**src/mcf_pkg.sv**
```systemverilog
// mcf_pkg: shared constants and types for the memory controller clock/cycle front
package mcf_pkg;

    // ------------------------------------------------------------
    // clocking figures
    // ------------------------------------------------------------
    localparam real XTAL_MHZ = 14.31818;      // crystal frequency
    localparam int OSC_DIVIDE = 12;           // slow clock ratio
    localparam int OSC_HALF = OSC_DIVIDE / 2; // crystal edges per half period
    localparam int CLOCK_MHZ = 125;           // processor clock rate

    // ------------------------------------------------------------
    // dram strobe timing, in processor clock cycles less one
    // ------------------------------------------------------------
    localparam logic [3:0] ROW_CYC = 4'h3;    // ras low before cas
    localparam logic [3:0] COL_CYC = 4'h4;    // cas low time
    localparam logic [3:0] PRE_CYC = 4'h3;    // ras precharge time
    localparam logic [3:0] ZERO4 = 4'h0;      // count floor

    // ------------------------------------------------------------
    // address decode
    // ------------------------------------------------------------
    localparam int ADDR_W = 24;                   // cpu address width
    localparam int BANK_LSB = 21;                 // bank select low bit
    localparam int BANK_MSB = 22;                 // bank select high bit
    localparam int TOP_LSB = 16;                  // rom window compare low bit
    localparam logic [7:0] ROM_LOW_SEG = 8'h0f;   // bios below 1 mb
    localparam logic [7:0] ROM_HIGH_SEG = 8'hff;  // bios alias at top
    localparam logic [23:0] DRAM_TOP = 24'h800000; // end of on-board dram

    // ------------------------------------------------------------
    // configuration word
    // ------------------------------------------------------------
    localparam logic [7:0] CFG_DEFAULT = 8'h03; // rom and dram enabled
    localparam int CFG_ROM_EN = 0;              // bios select enable bit
    localparam int CFG_DRAM_EN = 1;             // dram cycle enable bit

    // ------------------------------------------------------------
    // strobe idle levels
    // ------------------------------------------------------------
    localparam logic [3:0] RAS_IDLE = 4'hf;  // all row strobes high
    localparam logic [3:0] RAS_ALL = 4'h0;   // all row strobes low
    localparam logic [7:0] CAS_IDLE = 8'hff; // all column strobes high

    // cycle sequencer states, gray coded along the strobe path
    typedef enum logic [1:0] {
        MCF_IDLE = 2'b00,
        MCF_ROW = 2'b01,
        MCF_COL = 2'b11,
        MCF_PRE = 2'b10
    } mcf_cyc_t;

endpackage : mcf_pkg

```
**src/mcf_sync.sv**
```systemverilog
// mcf_sync: two-stage synchroniser bank for pin inputs
`timescale 1ns/1ps
module mcf_sync #(
    parameter int W = 8 // number of bits
) (
    input wire logic clock,         // processor clock
    input wire logic resetn,        // async reset, active low
    input wire logic [W-1:0] d_in,  // asynchronous pin levels
    output logic [W-1:0] q_out      // levels in the clock domain
);

    // ------------------------------------------------------------
    // state
    // ------------------------------------------------------------
    typedef struct packed {
        logic [W-1:0] meta; // first stage, read only by second
        logic [W-1:0] safe; // second stage
    } mcf_sync_t;

    mcf_sync_t st_reg;
    mcf_sync_t st_next;

    // next state: shift the pin levels through two stages
    always_comb begin
        st_next = st_reg;
        st_next.meta = d_in;
        st_next.safe = st_reg.meta;
    end

    // registers: constant on reset only
    always_ff @(posedge clock or negedge resetn) begin
        if (!resetn) begin
            st_reg <= '0;
        end else begin
            st_reg <= st_next;
        end
    end

    assign q_out = st_reg.safe;

endmodule : mcf_sync

```
**src/mcf_front.sv**
```systemverilog
// mcf_front: clock, reset and cycle detection front of the dram controller
`timescale 1ns/1ps
module mcf_front (
    input wire logic clock,                  // processor clock
    input wire logic resetn,                 // async reset, active low
    input wire logic controller_reset_in,    // reset pin, active high
    input wire logic crystal_in,             // crystal pin level
    output logic crystal_out,                // crystal drive, inverted
    output logic system_oscillator_out,      // oscillator output
    output logic oscillator_div_twelve_out,  // oscillator divided by 12
    input wire logic refresh_n,              // refresh request, low
    input wire logic [1:0] status_n,         // cpu status, low
    input wire logic mem_io,                 // high memory, low io
    input wire logic [23:0] address,         // cpu local address
    input wire logic xbus_mem_read_n,        // xbus memory read, low
    input wire logic xbus_mem_write_n,       // xbus memory write, low
    input wire logic xbus_io_read_n,         // xbus io read, low
    input wire logic xbus_io_write,          // xbus io write, high
    input wire logic hold_ack_in,            // hold acknowledge, high
    input wire logic cfg_write,              // config load strobe
    input wire logic [7:0] cfg_data,         // config load value
    output logic [7:0] cfg_value,            // current configuration
    output logic [3:0] ras_n,                // row strobes, low
    output logic [7:0] cas_n,                // column strobes, low
    output logic bios_rom_select_n,          // bios eprom select, low
    output logic io_cycle                    // io cycle seen, high
);

    // ------------------------------------------------------------
    // pin synchronisers
    // ------------------------------------------------------------
    localparam int NSYNC = 11 + mcf_pkg::ADDR_W; // synchronised bits

    logic [NSYNC-1:0] pin_raw; // pins flipped: zero reset reads idle
    logic [NSYNC-1:0] pin_s;   // synchronised bundle
    localparam logic [NSYNC-1:0] PIN_IDLE = {5'h07, 1'b0, 3'h7, 26'h0}; // idle

    assign pin_raw = PIN_IDLE ^ {controller_reset_in, crystal_in,
        refresh_n, status_n, mem_io, xbus_mem_read_n, xbus_mem_write_n,
        xbus_io_read_n, xbus_io_write, hold_ack_in, address};

    // every pin but cfg_write and cfg_data takes two flops before the sequencer reads it
    mcf_sync #(.W(NSYNC)) u_sync (
        .clock(clock),
        .resetn(resetn),
        .d_in(pin_raw),
        .q_out(pin_s)
    );

    logic rst_s;             // reset pin, synchronised
    logic xtal_s;            // crystal level
    logic ref_s_n;           // refresh, low
    logic [1:0] stat_s_n;    // status, low
    logic mio_s;             // memory/io
    logic mrd_s_n;           // xbus memory read
    logic mwr_s_n;           // xbus memory write
    logic ior_s_n;           // xbus io read
    logic iow_s;             // xbus io write
    logic hlda_s;            // hold acknowledge
    logic [23:0] addr_s;     // address

    assign {rst_s, xtal_s, ref_s_n, stat_s_n, mio_s, mrd_s_n, mwr_s_n,
        ior_s_n, iow_s, hlda_s, addr_s} = pin_s ^ PIN_IDLE;

    // ------------------------------------------------------------
    // decode
    // ------------------------------------------------------------
    logic rom_hit;   // address in bios window
    logic dram_hit;  // address in on-board dram
    logic stat_act;  // a status line is low
    logic xmem_act;  // an xbus memory command is low
    logic xio_act;   // an xbus io command is active

    assign rom_hit = (addr_s[23:mcf_pkg::TOP_LSB] == mcf_pkg::ROM_LOW_SEG)
        || (addr_s[23:mcf_pkg::TOP_LSB] == mcf_pkg::ROM_HIGH_SEG);
    assign dram_hit = (addr_s < mcf_pkg::DRAM_TOP) && !rom_hit;
    assign stat_act = !stat_s_n[1] || !stat_s_n[0];
    assign xmem_act = !mrd_s_n || !mwr_s_n;
    assign xio_act = !ior_s_n || iow_s;

    // ------------------------------------------------------------
    // state
    // ------------------------------------------------------------
    typedef struct packed {
        mcf_pkg::mcf_cyc_t cyc; // strobe sequencer
        logic [3:0] cnt;        // phase countdown
        logic [1:0] bank;       // bank of current cycle
        logic refr;             // current cycle is a refresh
        logic ref_d;            // refresh level last cycle
        logic stat_d;           // status activity last cycle
        logic xmem_d;           // xbus memory activity last cycle
        logic xtal_d;           // crystal level last cycle
        logic [3:0] div_cnt;    // crystal edge count
        logic div_out;          // divided clock
        logic osc_out;          // oscillator output
        logic xo_out;           // crystal drive
        logic [3:0] ras;        // row strobes
        logic [7:0] cas;        // column strobes
        logic rom_n;            // bios select
        logic io;               // io cycle flag
        logic [7:0] cfg;        // configuration word
    } mcf_state_t;

    mcf_state_t st_reg;
    mcf_state_t st_next;

    logic ref_start;   // refresh falling edge
    logic cpu_start;   // new cpu memory cycle to dram
    logic dma_start;   // new dma memory cycle to dram

    assign ref_start = !ref_s_n && st_reg.ref_d;
    assign cpu_start = stat_act && !st_reg.stat_d && mio_s && dram_hit
        && st_reg.cfg[mcf_pkg::CFG_DRAM_EN];
    assign dma_start = hlda_s && xmem_act && !st_reg.xmem_d && dram_hit
        && st_reg.cfg[mcf_pkg::CFG_DRAM_EN];

    // next state: oscillator, divider, strobe sequencer and rom select
    always_comb begin
        st_next = st_reg;
        st_next.xtal_d = xtal_s;
        st_next.ref_d = ref_s_n;
        st_next.stat_d = stat_act;
        st_next.xmem_d = xmem_act;
        if (rst_s) begin
            // reset parks everything and reloads defaults
            st_next.cyc = mcf_pkg::MCF_IDLE;
            st_next.cnt = mcf_pkg::ZERO4;
            st_next.refr = 1'b0;
            st_next.osc_out = 1'b0;
            st_next.xo_out = 1'b0;
            st_next.div_out = 1'b0;
            st_next.div_cnt = mcf_pkg::ZERO4;
            st_next.ras = mcf_pkg::RAS_IDLE;
            st_next.cas = mcf_pkg::CAS_IDLE;
            st_next.rom_n = 1'b1;
            st_next.io = 1'b0;
            st_next.cfg = mcf_pkg::CFG_DEFAULT;
        end else begin
            // the crystal is sampled, buffered out and inverted back
            st_next.osc_out = xtal_s;
            st_next.xo_out = !xtal_s;
            // count rising crystal edges, toggle every sixth one
            if (xtal_s && !st_reg.xtal_d) begin
                if (st_reg.div_cnt == 4'(mcf_pkg::OSC_HALF - 1)) begin
                    st_next.div_cnt = mcf_pkg::ZERO4;
                    st_next.div_out = !st_reg.div_out;
                end else begin
                    st_next.div_cnt = st_reg.div_cnt + 4'h1;
                end
            end
            if (cfg_write) begin
                st_next.cfg = cfg_data;
            end
            // io cycle flag follows status with memory/io low, or an xbus io command under hold
            st_next.io = (stat_act && !mio_s) || (hlda_s && xio_act);
            // bios select for cpu memory cycles or dma reads in window
            st_next.rom_n = !(st_reg.cfg[mcf_pkg::CFG_ROM_EN] && rom_hit
                && ((stat_act && mio_s) || (hlda_s && !mrd_s_n)));
            case (st_reg.cyc)
                mcf_pkg::MCF_IDLE: begin
                    // refresh wins over dma and cpu, which share one branch
                    if (ref_start) begin
                        st_next.refr = 1'b1;
                        st_next.ras = mcf_pkg::RAS_ALL;
                        st_next.cnt = mcf_pkg::ROW_CYC;
                        st_next.cyc = mcf_pkg::MCF_ROW;
                    end else if (dma_start || cpu_start) begin
                        st_next.refr = 1'b0;
                        st_next.bank = addr_s[mcf_pkg::BANK_MSB:
                            mcf_pkg::BANK_LSB];
                        st_next.ras = ~(4'h1 << addr_s[mcf_pkg::BANK_MSB:
                            mcf_pkg::BANK_LSB]);
                        st_next.cnt = mcf_pkg::ROW_CYC;
                        st_next.cyc = mcf_pkg::MCF_ROW;
                    end
                end
                mcf_pkg::MCF_ROW: begin
                    if (st_reg.cnt == mcf_pkg::ZERO4) begin
                        // refresh is ras-only: no column strobe
                        if (!st_reg.refr) begin
                            st_next.cas[{st_reg.bank, 1'b0} +: 2] = 2'b00;
                        end
                        st_next.cnt = mcf_pkg::COL_CYC;
                        st_next.cyc = mcf_pkg::MCF_COL;
                    end else begin
                        st_next.cnt = st_reg.cnt - 4'h1;
                    end
                end
                mcf_pkg::MCF_COL: begin
                    if (st_reg.cnt == mcf_pkg::ZERO4) begin
                        st_next.ras = mcf_pkg::RAS_IDLE;
                        st_next.cas = mcf_pkg::CAS_IDLE;
                        st_next.cnt = mcf_pkg::PRE_CYC;
                        st_next.cyc = mcf_pkg::MCF_PRE;
                    end else begin
                        st_next.cnt = st_reg.cnt - 4'h1;
                    end
                end
                mcf_pkg::MCF_PRE: begin
                    // precharge must finish before the next row strobe
                    if (st_reg.cnt == mcf_pkg::ZERO4) begin
                        st_next.refr = 1'b0;
                        st_next.cyc = mcf_pkg::MCF_IDLE;
                    end else begin
                        st_next.cnt = st_reg.cnt - 4'h1;
                    end
                end
                default: begin
                    st_next.cyc = mcf_pkg::MCF_IDLE;
                    st_next.ras = mcf_pkg::RAS_IDLE;
                    st_next.cas = mcf_pkg::CAS_IDLE;
                end
            endcase
        end
    end

    // registers on the processor clock
    always_ff @(posedge clock or negedge resetn) begin
        if (!resetn) begin
            st_reg <= '{cyc: mcf_pkg::MCF_IDLE, ras: mcf_pkg::RAS_IDLE,
                cas: mcf_pkg::CAS_IDLE, rom_n: 1'b1,
                cfg: mcf_pkg::CFG_DEFAULT, ref_d: 1'b1, default: '0};
        end else begin
            st_reg <= st_next;
        end
    end

    // ------------------------------------------------------------
    // outputs, straight from flops
    // ------------------------------------------------------------
    assign crystal_out = st_reg.xo_out;
    assign system_oscillator_out = st_reg.osc_out;
    assign oscillator_div_twelve_out = st_reg.div_out;
    assign cfg_value = st_reg.cfg;
    assign ras_n = st_reg.ras;
    assign cas_n = st_reg.cas;
    assign bios_rom_select_n = st_reg.rom_n;
    assign io_cycle = st_reg.io;
endmodule : mcf_front

```
**config.mk**
```make
export PLATFORM = sky130hd
export DESIGN_NAME = mcf_front
export DESIGN_NICKNAME = d
export VERILOG_FILES = /design/src/mcf_pkg.sv /design/src/mcf_sync.sv /design/src/mcf_front.sv
export SDC_FILE = /design/constraint.sdc
export NUM_CORES = 1
export LEC_CHECK = 0
export BUFFER_PORTS_ARGS = -buffer_cell sky130_fd_sc_hd__buf_4
export CAP_MARGIN = 5
export CORE_ASPECT_RATIO = 0.7
export CORE_MARGIN = 1.5
export CORE_UTILIZATION = 40
export DETAILED_ROUTE_END_ITERATION = 7
export PLACE_DENSITY_LB_ADDON = 0.3
export SLEW_MARGIN = 20
export SYNTH_ARGS = -nofsm -noshare
export SYNTH_HDL_FRONTEND = slang
export SYNTH_SLANG_ARGS = --single-unit
```
**constraint.sdc**
```tcl
create_clock -name clock -period 4.1 [get_ports clock]
set_clock_uncertainty 0.1 [all_clocks]
set_input_delay 0.205 -clock clock [delete_from_list [all_inputs] [get_ports clock]]
set_output_delay 0.205 -clock clock [all_outputs]
set_load 0.01 [all_outputs]
```
==> impl_metrics.json <==
{
  "fp-row-count": 26,
  "place_hpwl_mm": 3.53,
  "clkTransAtPathRegs_ns": 0.08,
  "criticalPathCategory": "reg2reg",
  "synthArstFlopShare_pct": 100,
  "synth_ff_type": "dfrtp_1",
  "cap_violations": 0,
  "cp-end-kind": "register",
  "final_max_slew_viol_count": 0,
  "avgRoutedWirePerCell_um": 13.6,
  "cts_setup_buffers": 0,
  "post_drt_via_cell_ratio": 4.79,
  "finalSetupViolCount": 0,
  "period_share_pct": 54.3,
  "power-per-cell-area_mw_per_mm2": 500,
  "slew_headroom_pct": 36.2,
  "cp_data_arrival_time_ns": 2.38,
  "core_area_mm2": 0.00732,
  "synth_top_area_cell": "dfrtp_1",
  "drt_iter0_drc": 70,
  "path_max_fanout": 6,
  "antenna_found_initial": 0,
  "ys_ff_latch": 76,
  "finalNonFillerCells": 421,
  "drc": 0,
  "avgSynthCellArea_um2": 12.1,
  "grt_usage_pct": 16.1,
  "pwr-share-comb_pct": 22.4,
  "synth_commonest_cells": "dfrtp_1 (64), buf_4 (20), nor2_1 (17)",
  "p_int_uw": 1350,
  "drive_gt1_share_pct": 27.6,
  "hp-class": "in2reg",
  "cts_resized": 0,
  "yosysWarnings": 0,
  "period_minus_slack_ns": 2.22,
  "leakagePower_uw": 0.00178,
  "seq_area_frac_synth_pct": 63.2,
  "first_pass_iters": 4,
  "vias": 2016,
  "routed_wirelength_mm": 5.71,
  "antenna_cells": 0,
  "grt_pass1_vias": 1987,
  "ant_nets": 0,
  "p_switching_uw": 592,
  "netSwitchingFraction_pct": 30.5,
  "cts_buffers": 9,
  "synth_top_area_share_pct": 52.8,
  "fmax_ghz": 0.449,
  "grt_pass1_wl_mm": 9.55,
  "cts_sinks": 76,
  "die_w_um": 107,
  "seq_power_share_pct": 47.1,
  "ys_types": 45,
  "required_ns": 4.25,
  "p_clk_share_pct": 30.5,
  "final_core_util_pct": 53.0,
  "io_buffers": 54,
  "start_kind": "register",
  "clock_path_buffers": 2,
  "initial_core_util_pct": 41.4,
  "synth_area_leaders": "dfrtp_1 (53%), dfstp_2 (10%), buf_4 (5.0%)",
  "hold_viol_final": 0,
  "place_congestion": 0.801,
  "synth_area_mm2": 0.00303,
  "syn-num-nets": 303,
  "tns_ns": 0,
  "clock-root-buffer": "clkbuf_8",
  "grt_overflow": 0,
  "io_pins": 71,
  "ir_drop_mv": 0.240,
  "tightest_slew_ns": 0.957,
  "clock_latency_ns": 0.36,
  "die_y_um": 75.9,
  "dieArea_mm2": 0.00812,
  "synth_edf_count": 0,
  "cts_tree": "built",
  "htreeDepth": 3,
  "run_status": "complete, no violations",
  "synth_cells": 250,
  "synth.most_common_cell": "dfrtp_1",
  "grt_max_degree": 77,
  "rsz0062_at_grt": "false",
  "dp.cells": 377,
  "area.growth.synth_to_final_pct": 27.8,
  "nets": 371
}
path summary, 6_finish.rpt:
path | from | to | slack [ns] | depth (start not counted)
max | st_reg[36] | st_reg[40] | 1.88 | 6
min | cfg_write | cfg_value[0] | 0.11 | 3
max reg2reg | st_reg[36] | st_reg[40] | 1.88 | 6
min reg2reg | u_sync.st_next[16] | u_sync.q_out[16] | 0.25 | 0
max in group asynchronous | resetn | u_sync.q_out[31] | 2.86 | 2
min in group asynchronous | resetn | st_reg[37] | 0.44 | 2
cells in the final DEF, fill, tap and decap left out, drive strengths merged, types with 5 or more instances in the layout:
cell type,n
dlygate4sd3,28
dfstp,12
buf,54
mux2i,8
inv,21
nor2,17
nand2,15
o21ai,16
nor2b,5
ha,7
clkbuf,9
dfrtp,64
a21oi,9
final cells by class:
class / count / area (um^2)
multi-input cells: 132 / 883
flip-flops and latches: 76 / 1920
well taps: 98 / 123
clock buffers: 9 / 124
clock inverters: 7 / 80.1
fillers: 635 / 3440
inverters: 17 / 63.8
repair buffers: 82 / 686
metrics by stage:
| step | setup slack (ns) | power (uW) | hold slack, ns | area, um^2 |
|---|---|---|---|---|
| detailed placement | 1.92 | 1340 | 0.215 | 3390 |
| CTS | 1.90 | 1960 | 0.0984 | 3880 |
| global placement | 2.00 | 1330 | 0.214 | 3390 |
| finish | 1.88 | 1940 | 0.114 | 3880 |
| floorplan | 2.17 | 1220 | -0.191 | 3030 |
| global route | 1.59 | 2060 | 0.121 | 3880 |
worst max-delay path: stages, from the launching register on:
cell      delay (ns)
dfrtp_1         0.41
inv_1           0.07
ha_1            0.19
nor3b_1         0.69
nor2_1          0.15
or2_1           0.25
a221oi_1        0.28
metal layers:
layer	track usage [%]	up-vias	wire length (um)
li1	-	981	-
met1	21.7	965	2840
met2	23.7	59	2440
met3	5.47	11	327
met4	7.26	0	102
met5	0	-	0
logic make-up after synthesis:
| kind of cell | Yosys count | share of synthesized area, % |
|---|---|---|
| compound gates | 52 | 12.3 |
| fa+ha+maj | 7 | 2.89 |
| buf+inv | 42 | 7.67 |
| flops | 76 | 63.2 |
| mux | 10 | 3.38 |
| simple gates | 63 | 10.6 |
power by group through the flow:
stage / clock network (uW) / registers (uW) / logic [uW]
global route: 644 / 926 / 487
floorplan: 0 / 904 / 319
CTS: 609 / 912 / 434
detailed placement: 0 / 926 / 413
finish: 592 / 912 / 434
global placement: 0 / 922 / 406
what timing repair did:
item                                    CTS  global route
hold buffers                             28             0
hold endpoints to repair                 91             0
endpoints found under the setup margin    0             0
No activity file was read; power rests on OpenSTA's default activity.
